===== config.mk =====
export PLATFORM = sky130hd
export DESIGN_NAME = tdm_playback_port
export DESIGN_NICKNAME = d
export VERILOG_FILES = /design/src/hw/tdm_pkg.sv /design/src/hw/tdm_playback_port.sv
export SDC_FILE = /design/constraint.sdc
export NUM_CORES = 1
export LEC_CHECK = 0
export ABC_AREA = 1
export BUFFER_PORTS_ARGS = -buffer_cell sky130_fd_sc_hd__buf_2
export CAP_MARGIN = 0
export CORE_ASPECT_RATIO = 0.75
export CORE_MARGIN = 2
export CORE_UTILIZATION = 56
export DETAILED_ROUTE_END_ITERATION = 10
export PLACE_DENSITY_LB_ADDON = 0.1
export SYNTH_ARGS = -nofsm -noshare
export SYNTH_HDL_FRONTEND = slang
export SYNTH_SLANG_ARGS = --single-unit

===== constraint.sdc =====
create_clock -name mclk_in -period 6.3 [get_ports mclk_in]
set_input_delay 1.26 -clock mclk_in [delete_from_list [all_inputs] [get_ports mclk_in]]
set_output_delay 1.26 -clock mclk_in [all_outputs]
set_load 0.05 [all_outputs]

===== src/hw/tdm_pkg.sv =====
package tdm_pkg;
   localparam int          SLOT_BITS   = 32;
   localparam int          TDM_SLOTS   = 8;
   localparam int          I2S_SLOTS   = 2;
   localparam int          SAMPLE_W    = 24;
   localparam int          MIN_WL      = 16;
   localparam int          VOL_W       = 8;
   localparam int          CH_W        = 3;
   localparam int          BIT_CNT_W   = 8;
   localparam logic [7:0]  TDM_LAST    = 8'h00_FF;
   localparam logic [7:0]  I2S_LAST    = 8'h00_3F;
   localparam logic [4:0]  MSB_POS     = 5'h00;
   localparam logic [4:0]  LSB_POS     = 5'h17;
   localparam logic [4:0]  WL_MIN      = 5'h10;
   localparam logic [4:0]  WL_MAX      = 5'h18;
   localparam logic [7:0]  VOL_UNITY   = 8'h0080;
   localparam logic [23:0] FULL_SCALE  = 24'hFF_FFFF;
   localparam logic [23:0] SAMPLE_RST  = 24'h00_0000;

   typedef enum logic {
      TDM_MODE_TDM,
      TDM_MODE_I2S
   } tdm_mode_t;

   // surround order of slots after the frame start
   typedef enum logic [CH_W-1:0] {
      TDM_CH_FRONT_LEFT,
      TDM_CH_FRONT_RIGHT,
      TDM_CH_CENTER,
      TDM_CH_LOW_FREQUENCY,
      TDM_CH_BACK_LEFT,
      TDM_CH_BACK_RIGHT,
      TDM_CH_SIDE_LEFT,
      TDM_CH_SIDE_RIGHT
   } tdm_chan_t;
endpackage : tdm_pkg


===== src/hw/tdm_playback_port.sv =====
`timescale 1ns/1ps
module tdm_playback_port
   import tdm_pkg::*;
#(
   parameter int DEPTH = 2                       // buffer entries
)(
   input  wire logic                  mclk_in,        // 100 MHz clock
   input  wire logic                  rst_in,         // async reset, high
   input  wire logic                  bit_clock_in,   // host bit clock pin
   input  wire logic                  playback_frame_sync_in, // frame sync
   input  wire logic                  serial_data_in, // host data pin
   input  wire tdm_pkg::tdm_mode_t    mode_in,        // tdm or classic i2s
   input  wire logic [4:0]            word_len_in,    // 16..24 bits
   input  wire logic [tdm_pkg::TDM_SLOTS-1:0][tdm_pkg::VOL_W-1:0]
                                      vol_in,         // gain, 0x80 unity
   output logic                       samp_valid_out, // sample available
   input  wire logic                  samp_ready_in,  // converter takes it
   output logic [tdm_pkg::SAMPLE_W-1:0] samp_data_out, // scaled sample
   output tdm_pkg::tdm_chan_t         samp_chan_out,  // channel of sample
   output logic                       overflow_out    // word dropped, pulse
);
   import tdm_pkg::*;

   localparam int AW = (DEPTH > 1) ? $clog2(DEPTH) : 1;
   localparam int EW = SAMPLE_W + CH_W;

   // pointers wrap by overflow, so only powers of two are served
   if (DEPTH < 2 || (DEPTH & (DEPTH - 1)) != 0) begin : g_depth_check
      $error("tdm_playback_port: DEPTH must be a power of two >= 2");
   end

   typedef struct packed {
      logic                    sclk_s1;
      logic                    sclk_s2;
      logic                    sclk_d;
      logic                    fs_s1;
      logic                    fs_s2;
      logic                    sd_s1;
      logic                    sd_s2;
      logic                    fs_prev;
      logic                    armed;
      logic                    active;
      logic [BIT_CNT_W-1:0]    bit_cnt;
      logic [SAMPLE_W-1:0]     shift;
      logic [DEPTH-1:0][EW-1:0] mem;
      logic [AW-1:0]           wr_ptr;
      logic [AW-1:0]           rd_ptr;
      logic [AW:0]             count;
      logic                    overflow;
      // assertion helpers: first slot bit, slots pushed this frame
      logic                    msb_first;
      logic [CH_W-1:0]         slot_seen;
   } tdm_state_t;

   tdm_state_t st_r;
   tdm_state_t st_nxt;

   logic                    rise;
   logic                    start;
   logic                    cap;
   logic [BIT_CNT_W-1:0]    idx;
   logic [BIT_CNT_W-1:0]    last_bit;
   logic [4:0]              wl_eff;
   logic [SAMPLE_W-1:0]     mask;
   logic [SAMPLE_W-1:0]     raw;
   logic                    push;
   logic                    pop;
   logic [CH_W-1:0]         chan;
   logic [VOL_W-1:0]        gain;
   logic signed [32:0]      prod;
   logic [SAMPLE_W-1:0]     scaled;

   always_comb begin
      st_nxt = st_r;
      // two-stage synchronisers on the host pins
      st_nxt.sclk_s1 = bit_clock_in;
      st_nxt.sclk_s2 = st_r.sclk_s1;
      st_nxt.sclk_d  = st_r.sclk_s2;
      st_nxt.fs_s1   = playback_frame_sync_in;
      st_nxt.fs_s2   = st_r.fs_s1;
      st_nxt.sd_s1   = serial_data_in;
      st_nxt.sd_s2   = st_r.sd_s1;

      rise = st_r.sclk_s2 & ~st_r.sclk_d;
      // tdm frames start on sync rise, i2s left word on sync fall
      start = (mode_in == TDM_MODE_TDM)
            ? (st_r.fs_s2 & ~st_r.fs_prev)
            : (~st_r.fs_s2 & st_r.fs_prev);
      last_bit = (mode_in == TDM_MODE_TDM) ? TDM_LAST
                                           : I2S_LAST;
      cap = rise & ~start & (st_r.armed | st_r.active);
      idx = st_r.armed ? '0 : st_r.bit_cnt + 8'h01;

      wl_eff = (word_len_in < WL_MIN) ? WL_MIN
             : (word_len_in > WL_MAX) ? WL_MAX : word_len_in;
      mask = ~(FULL_SCALE >> wl_eff);
      raw  = {st_r.shift[SAMPLE_W-2:0], st_r.sd_s2} & mask;
      chan = idx[BIT_CNT_W-1:5];
      push = cap & (idx[4:0] == LSB_POS);

      // gain above unity would overflow the 24-bit output, so clamp
      gain   = vol_in[chan];
      if (gain > VOL_UNITY)
         gain = VOL_UNITY;
      prod   = $signed(raw) * $signed({1'b0, gain});
      scaled = prod[SAMPLE_W+6:7];

      // sync level is only taken at bit clock rises, like the data
      if (rise) begin
         st_nxt.fs_prev = st_r.fs_s2;
      end
      if (rise && start) begin
         st_nxt.armed  = 1'b1;
         st_nxt.active = 1'b0;
      end else if (cap) begin
         st_nxt.armed   = 1'b0;
         st_nxt.bit_cnt = idx;
         st_nxt.active  = (idx != last_bit);
         // msb first; clear at slot start
         if (idx[4:0] == MSB_POS) begin
            st_nxt.shift     = {{(SAMPLE_W-1){1'b0}}, st_r.sd_s2};
            st_nxt.msb_first = st_r.sd_s2;
         end else if (idx[4:0] <= LSB_POS) begin
            st_nxt.shift = {st_r.shift[SAMPLE_W-2:0], st_r.sd_s2};
         end
      end
      // slots delivered since the last frame start, for the order check
      if (rise && start)
         st_nxt.slot_seen = '0;
      else if (push)
         st_nxt.slot_seen = st_r.slot_seen + 1'b1;

      pop = samp_ready_in & (st_r.count != '0);
      // a full buffer drops the new word and keeps the older ones
      st_nxt.overflow = 1'b0;
      if (push && st_r.count == (AW+1)'(DEPTH) && !pop) begin
         st_nxt.overflow = 1'b1;
      end else if (push) begin
         st_nxt.mem[st_r.wr_ptr] = {chan, scaled};
         st_nxt.wr_ptr = st_r.wr_ptr + 1'b1;
      end
      if (pop)
         st_nxt.rd_ptr = st_r.rd_ptr + 1'b1;
      if ((push && !st_nxt.overflow) && !pop)
         st_nxt.count = st_r.count + 1'b1;
      else if (pop && !(push && !st_nxt.overflow))
         st_nxt.count = st_r.count - 1'b1;
   end

   always_ff @(posedge mclk_in or posedge rst_in) begin
      if (rst_in) begin
         st_r <= '0;
      end else begin
         st_r <= st_nxt;
      end
   end

   // output side reads the oldest entry straight from the flops
   assign samp_valid_out = (st_r.count != '0);
   assign samp_data_out  = st_r.mem[st_r.rd_ptr][SAMPLE_W-1:0];
   assign samp_chan_out  = tdm_chan_t'(st_r.mem[st_r.rd_ptr][EW-1:SAMPLE_W]);
   assign overflow_out   = st_r.overflow;
endmodule : tdm_playback_port


### After elaboration in Yosys (flattened, before gate mapping)

Index checks and enable logic that the tools add are counted.

* register bits after elaboration: 101
* input bits: 76
* output and inout port bits: 29
* word-level logic and storage cells: 90

* add/subtract/negate cells: 5
* $mul: 1
* magnitude comparators: 8
* equal/unequal tests: 3
* shifts and indexed selects: 1
* mux-type cells: 20
* bitwise logic cells: 16
* reduce and logical (&&, ||, !) cells: 18

Operators with widths (number)
* 2-to-1 mux 27 bit: 3
* bitwise mux 54 bit: 1
* 2-to-1 mux 24 bit: 2
* 2-to-1 mux 34 bit: 1
* 2-to-1 mux 8 bit: 4
* multiplier 24 x 9 -> 31 bit: 1
* demux 27 bit (select 1 bit): 1
* bitwise AND 24 bit: 1
* binary-select mux 8 bit (select 3 bit): 1
* NOT 24 bit: 1
* >> shifter 24 x 5 -> 24 bit (first input constant): 1
* 2-to-1 mux 5 bit: 2
* adder 8 x 1 -> 8 bit (second input constant): 1
* > comparator 8 bit (second input constant): 1
* inequality test 8 bit: 1
* nonzero test 2 bit: 4
* bitwise AND 1 bit: 7
* logical AND 1 bit: 7
* 2-to-1 mux 2 bit: 3
* NOT 1 bit: 6
* equality test 5 bit (second input constant): 1
* > comparator 5 bit (second input constant): 1
* less-or-equal comparator 5 bit (second input constant): 1
* logical NOT 5 bit: 1
* other kinds (13): 19

### Logic depth before layout (Yosys ltp)

* depth in word-level cells: 16
* mapped depth: 41
* gate-level depth less buffers: 39

### Least setup slack after synthesis

No wires, ideal clock.

* kind: input -> register
* from: input port vol_in[52] (netlist bit)
* to: register st_r[27] (netlist bit)
* library setup time: 0.132 ns
* arrival time: 6.043 ns
* data required time: 6.168 ns
* path slack: 0.126 ns
* stages: 29
* path buffers: 1
* path through: a21oi_1 -> a221oi_1 -> or2_1 -> nor3_2 -> nand3_2 -> nand2_4 -> nand2_2 -> inv_2 -> buf_4 -> nand2_1 -> fa_1 -> inv_1 -> fa_1 -> fa_1 -> inv_1 -> fa_1 -> inv_1 -> ha_1 -> a21oi_1 -> inv_1 -> a21oi_1 -> nand2_1 -> a21oi_1 -> o21ai_2 -> nand2_1 -> nand2_1 -> or2_2 -> nand3_1 -> o21ai_0

* word-level cells in the longest chain between the ends: 6

Ends and longest elaborated chain
* from (decl): RTL line tdm_playback_port.sv:15 `vol_in,`
* binary-select mux 8 bit (select 3 bit) (*): RTL line tdm_playback_port.sv:102 `gain = vol_in[chan];`
* 2-to-1 mux 8 bit (implied by the code) (*): RTL line tdm_playback_port.sv:102
* > comparator 8 bit: RTL line tdm_playback_port.sv:103 `if (gain > VOL_UNITY)`
* 2-to-1 mux 8 bit (*): RTL line tdm_playback_port.sv:103
* multiplier 24 x 9 -> 31 bit (*): RTL line tdm_playback_port.sv:105 `prod = $signed(raw) * $signed({1'b0, gain});`
* bitwise mux 54 bit (*): RTL line tdm_playback_port.sv:139 `st_nxt.mem[st_r.wr_ptr] = {chan, scaled};`
* to (signal assigned): RTL line tdm_playback_port.sv:154 `st_r <= st_nxt;`
* to (decl): RTL line tdm_playback_port.sv:55 `tdm_state_t st_r;`

Mark *: on every way between the ends. The rest lies on a longest branch, timed or not. The select of a mux whose other input is x is not followed.
A chain may end at the register's enable or synchronous reset.

### Worst setup path in the final report

* from: register st_r[88] (netlist bit)
* to: register st_r[27] (netlist bit)

* word-level cells in the longest chain between the ends: 8
* elaborated cells between the ends (all ways): 14
* those cells by class: 1 x add/sub; 1 x mul; 1 x order compare; 1 x eq/ne; 5 x mux; 2 x bitwise; 3 x reduce/logical

Ends and longest elaborated chain
* adder 8 x 1 -> 8 bit (*): RTL line tdm_playback_port.sv:92 `idx = st_r.armed ? '0 : st_r.bit_cnt + 8'h01;`
* 2-to-1 mux 8 bit (*): RTL line tdm_playback_port.sv:92
* binary-select mux 8 bit (select 3 bit) or equality test 5 bit (tied branches): RTL line tdm_playback_port.sv:102, tdm_playback_port.sv:99
* 2-to-1 mux 8 bit (implied by the code) or bitwise AND 1 bit (tied branches): RTL line tdm_playback_port.sv:102, tdm_playback_port.sv:99
* > comparator 8 bit or logical AND 1 bit (tied branches): RTL line tdm_playback_port.sv:103, tdm_playback_port.sv:136
* 2-to-1 mux 8 bit or logical AND 1 bit (tied branches): RTL line tdm_playback_port.sv:103, tdm_playback_port.sv:136
* multiplier 24 x 9 -> 31 bit or NOT 1 bit (tied branches)
* bitwise mux 54 bit or AND reduction 2 bit (tied branches)

Marked as above.

==> run metrics <==
status=complete, but fails checks; failing checks=setup timing; Finish-stage setup viols=28; width of the die=169 µm; post-route DRC violation count=0; fin nets=2,076; Fin. Hold Viols=0; Routed WL per cell=16.4 µm; P&R area growth vs syn=33.4%; number of global-route vias before repair=10,831; Critical R2R Launch=st_r[88]$_DFFE_PP0P_; PwrDens=289 mW/mm²; Critical Path RT=6540 ps; Worst Setup Path Type=reg -> reg; post-synthesis async set-or-reset flop share=100%; design area=0.0153 mm²; total track usage=30.0%; Longest Clk Path Bufs=2; Root Driver=clkbuf_16; commonest non-fill, non-tap cell in the layout=nand2_1; Initial DRT Pass Iterations=7; most frequent CP cell=nand2_1; XOR/XNOR share of the synthesized area=1.52%; Tmin final=6580 ps; mux share of post-synthesis cell area=0%; Synth Area in Simple Gates=24.0%; clock latency on the worst-skew pair=380 ps; CP Launch Point=st_r[88]$_DFFE_PP0P_; Max IR drop VDD=0.000337 V; DR vias/cell=5.39; via count=11,108; core area=0.0202 mm²; die height=128 µm; CTS buffer count=9; Top FF cell, synth=dfrtp_1; leakage=8.08 nW; largest family of logic cells by synthesized area=adder cells; worst-margin pin slew=1040 ps; synthesized cell area=0.0115 mm²; first-pass GRT wire length=51,700 µm; dpl ws=-472 ps; Max Freq=152 MHz; count of buffers from port buffering=104; Unique masters post-synth=44; fin worst setup slack=-280 ps; Top Ports=105; # hold bufs at CTS=0; Setup TNS=-3330 ps; initial antenna violation count=0; clock sink total=100; syn avg cell area=7.50 µm²; Mapped Cells=1,534; Final Skew=16.0 ps; Max-cap violations=0; Hold Crit Start=st_nxt[98]$_DFF_PP0_; Area after DPL=0.0133 mm²; slowest stage delay, CP=640 ps; # rows=45; Placed Cells=1,995; largest net degree at the start of global routing=60; global route overflow=0; WL final=33,800 µm; Inserted Diodes=0; Seq/Total Area, Yosys=21.8%; register clock-pin slew on the reported worst setup and hold paths=70 ps; Synth Area in Adders=31.5%; Max-Slew Margin vs Limit=30.6%; most frequent cells in the layout=nand2_1, inv_1, buf_4, fa_1, nor2_1; Critical Path Start Type=flip-flop; min-delay worst type=reg -> reg; Starting DRT DRC Count=810; Routed Antenna Nets=0; post-route clock period utilization=104%; unrepaired setup endpoints after global routing=yes; CTS tree=done; final core area utilization=75.9%; Yosys warning count=0; placer congestion estimate=0.983; Post-synth EDFFs=0; DP Wirelength=24,200 µm; Crit-path slowest cell=fa_2; Slew Viols, Final=0; fraction of layout cells with a size suffix above 1=32.2%; worst-path fanout max=5; CTS H-Tree Depth=3; area of the die=0.0217 mm²; Mapped Nets=1,813; Synth Area in Compound Gates=8.91%; Worst setup EP type=flip-flop; Crit path arrival time=6820 ps; Starting Density=56.9%; Yosys reg bits=100; fin cells=2,060
==> final timing paths <==
path | slack, ps | to | cells past startpoint
max | -280 | st_r[27]$_DFFE_PP0P_ | 37
min | 350 | st_r[98]$_DFF_PP0_ | 0
max reg2reg | -280 | st_r[27]$_DFFE_PP0P_ | 37
min reg2reg | 350 | st_r[98]$_DFF_PP0_ | 0
max in group asynchronous | 4190 | st_r[70]$_DFFE_PP0P_ | 3
min in group asynchronous | 920 | st_r[55]$_DFFE_PP0P_ | 2
==> stage by stage <==
stage | hold WS [ps] | total power [W]
after global routing | 367 | 0.00476
after CTS | 353 | 0.00381
after global placement | 334 | 0.00314
after floorplan | 331 | 0.00233
final | 354 | 0.00443
after detailed placement | 336 | 0.00319
==> metal layers <==
layer	up-vias	global-route usage, %	routed length (µm)	part of all wire (%)
met5	-	0	0	0
met4	0	9.70	1100	3.3
met3	82	5.16	1970	5.8
met2	353	49.0	16400	49
met1	5470	41.3	14300	42
li1	5203	-	-	-
==> state kept, by name, indices dropped and copies added (netlist names) <==
signal	count
st_nxt	4
overflow_out	1
st_r	95
==> what timing repair did <==
item,4_1_cts,5_1_grt
setup buffers,11,37
pin swaps,6,86
endpoints found under the setup margin,42,44
hold endpoints to repair,0,0
resized for setup,31,323
cloned,1,1
==> worst max-delay path: cells and delay by family (launching register included) <==
family / cells / cell delay, ps
AOI/OAI and AO/OA: 6 / 940
adders and majority gates: 6 / 2390
buffers and inverters: 7 / 780
DFF: 1 / 410
and+or+nand+nor: 18 / 1900
==> report_power, final <==
part / switching (W) / internal (W)
registers: 0.0000924 / 0.000721
logic: 0.00180 / 0.00125
clock network: 0.000288 / 0.000281
==> Yosys cell counts (24+ instances only) <==
master / count / area [µm²]
nand2_1: 371 / 1390
inv_1: 310 / 1160
nor2_1: 169 / 634
fa_1: 144 / 2880
dfrtp_1: 100 / 2500
o21ai_0: 77 / 385
nand3_1: 68 / 340
ha_1: 59 / 738
a21oi_1: 44 / 220
o22ai_1: 27 / 169
clkbuf_1: 24 / 90.1
==> final cells by class <==
cell class	count	area (µm²)
Clock inverter	6	68.8
Tap cell	258	323
Inverter	320	1240
Sequential cell	100	2500
Fill cell	1450	4870
Multi-Input combinational cell	1070	8840
Timing Repair inverter	1	7.51
Clock buffer	10	229
Timing Repair Buffer	295	2130
==> kinds of logic (layout without fill, tap and decap cells) <==
family	Yosys count	in the layout
flops	100	100
compound gates	182	182
xor+xnor	20	20
fa+ha+maj	203	203
buf+inv	364	632
simple gates	665	665
Note: power is estimated with default switching activity, not from simulation.
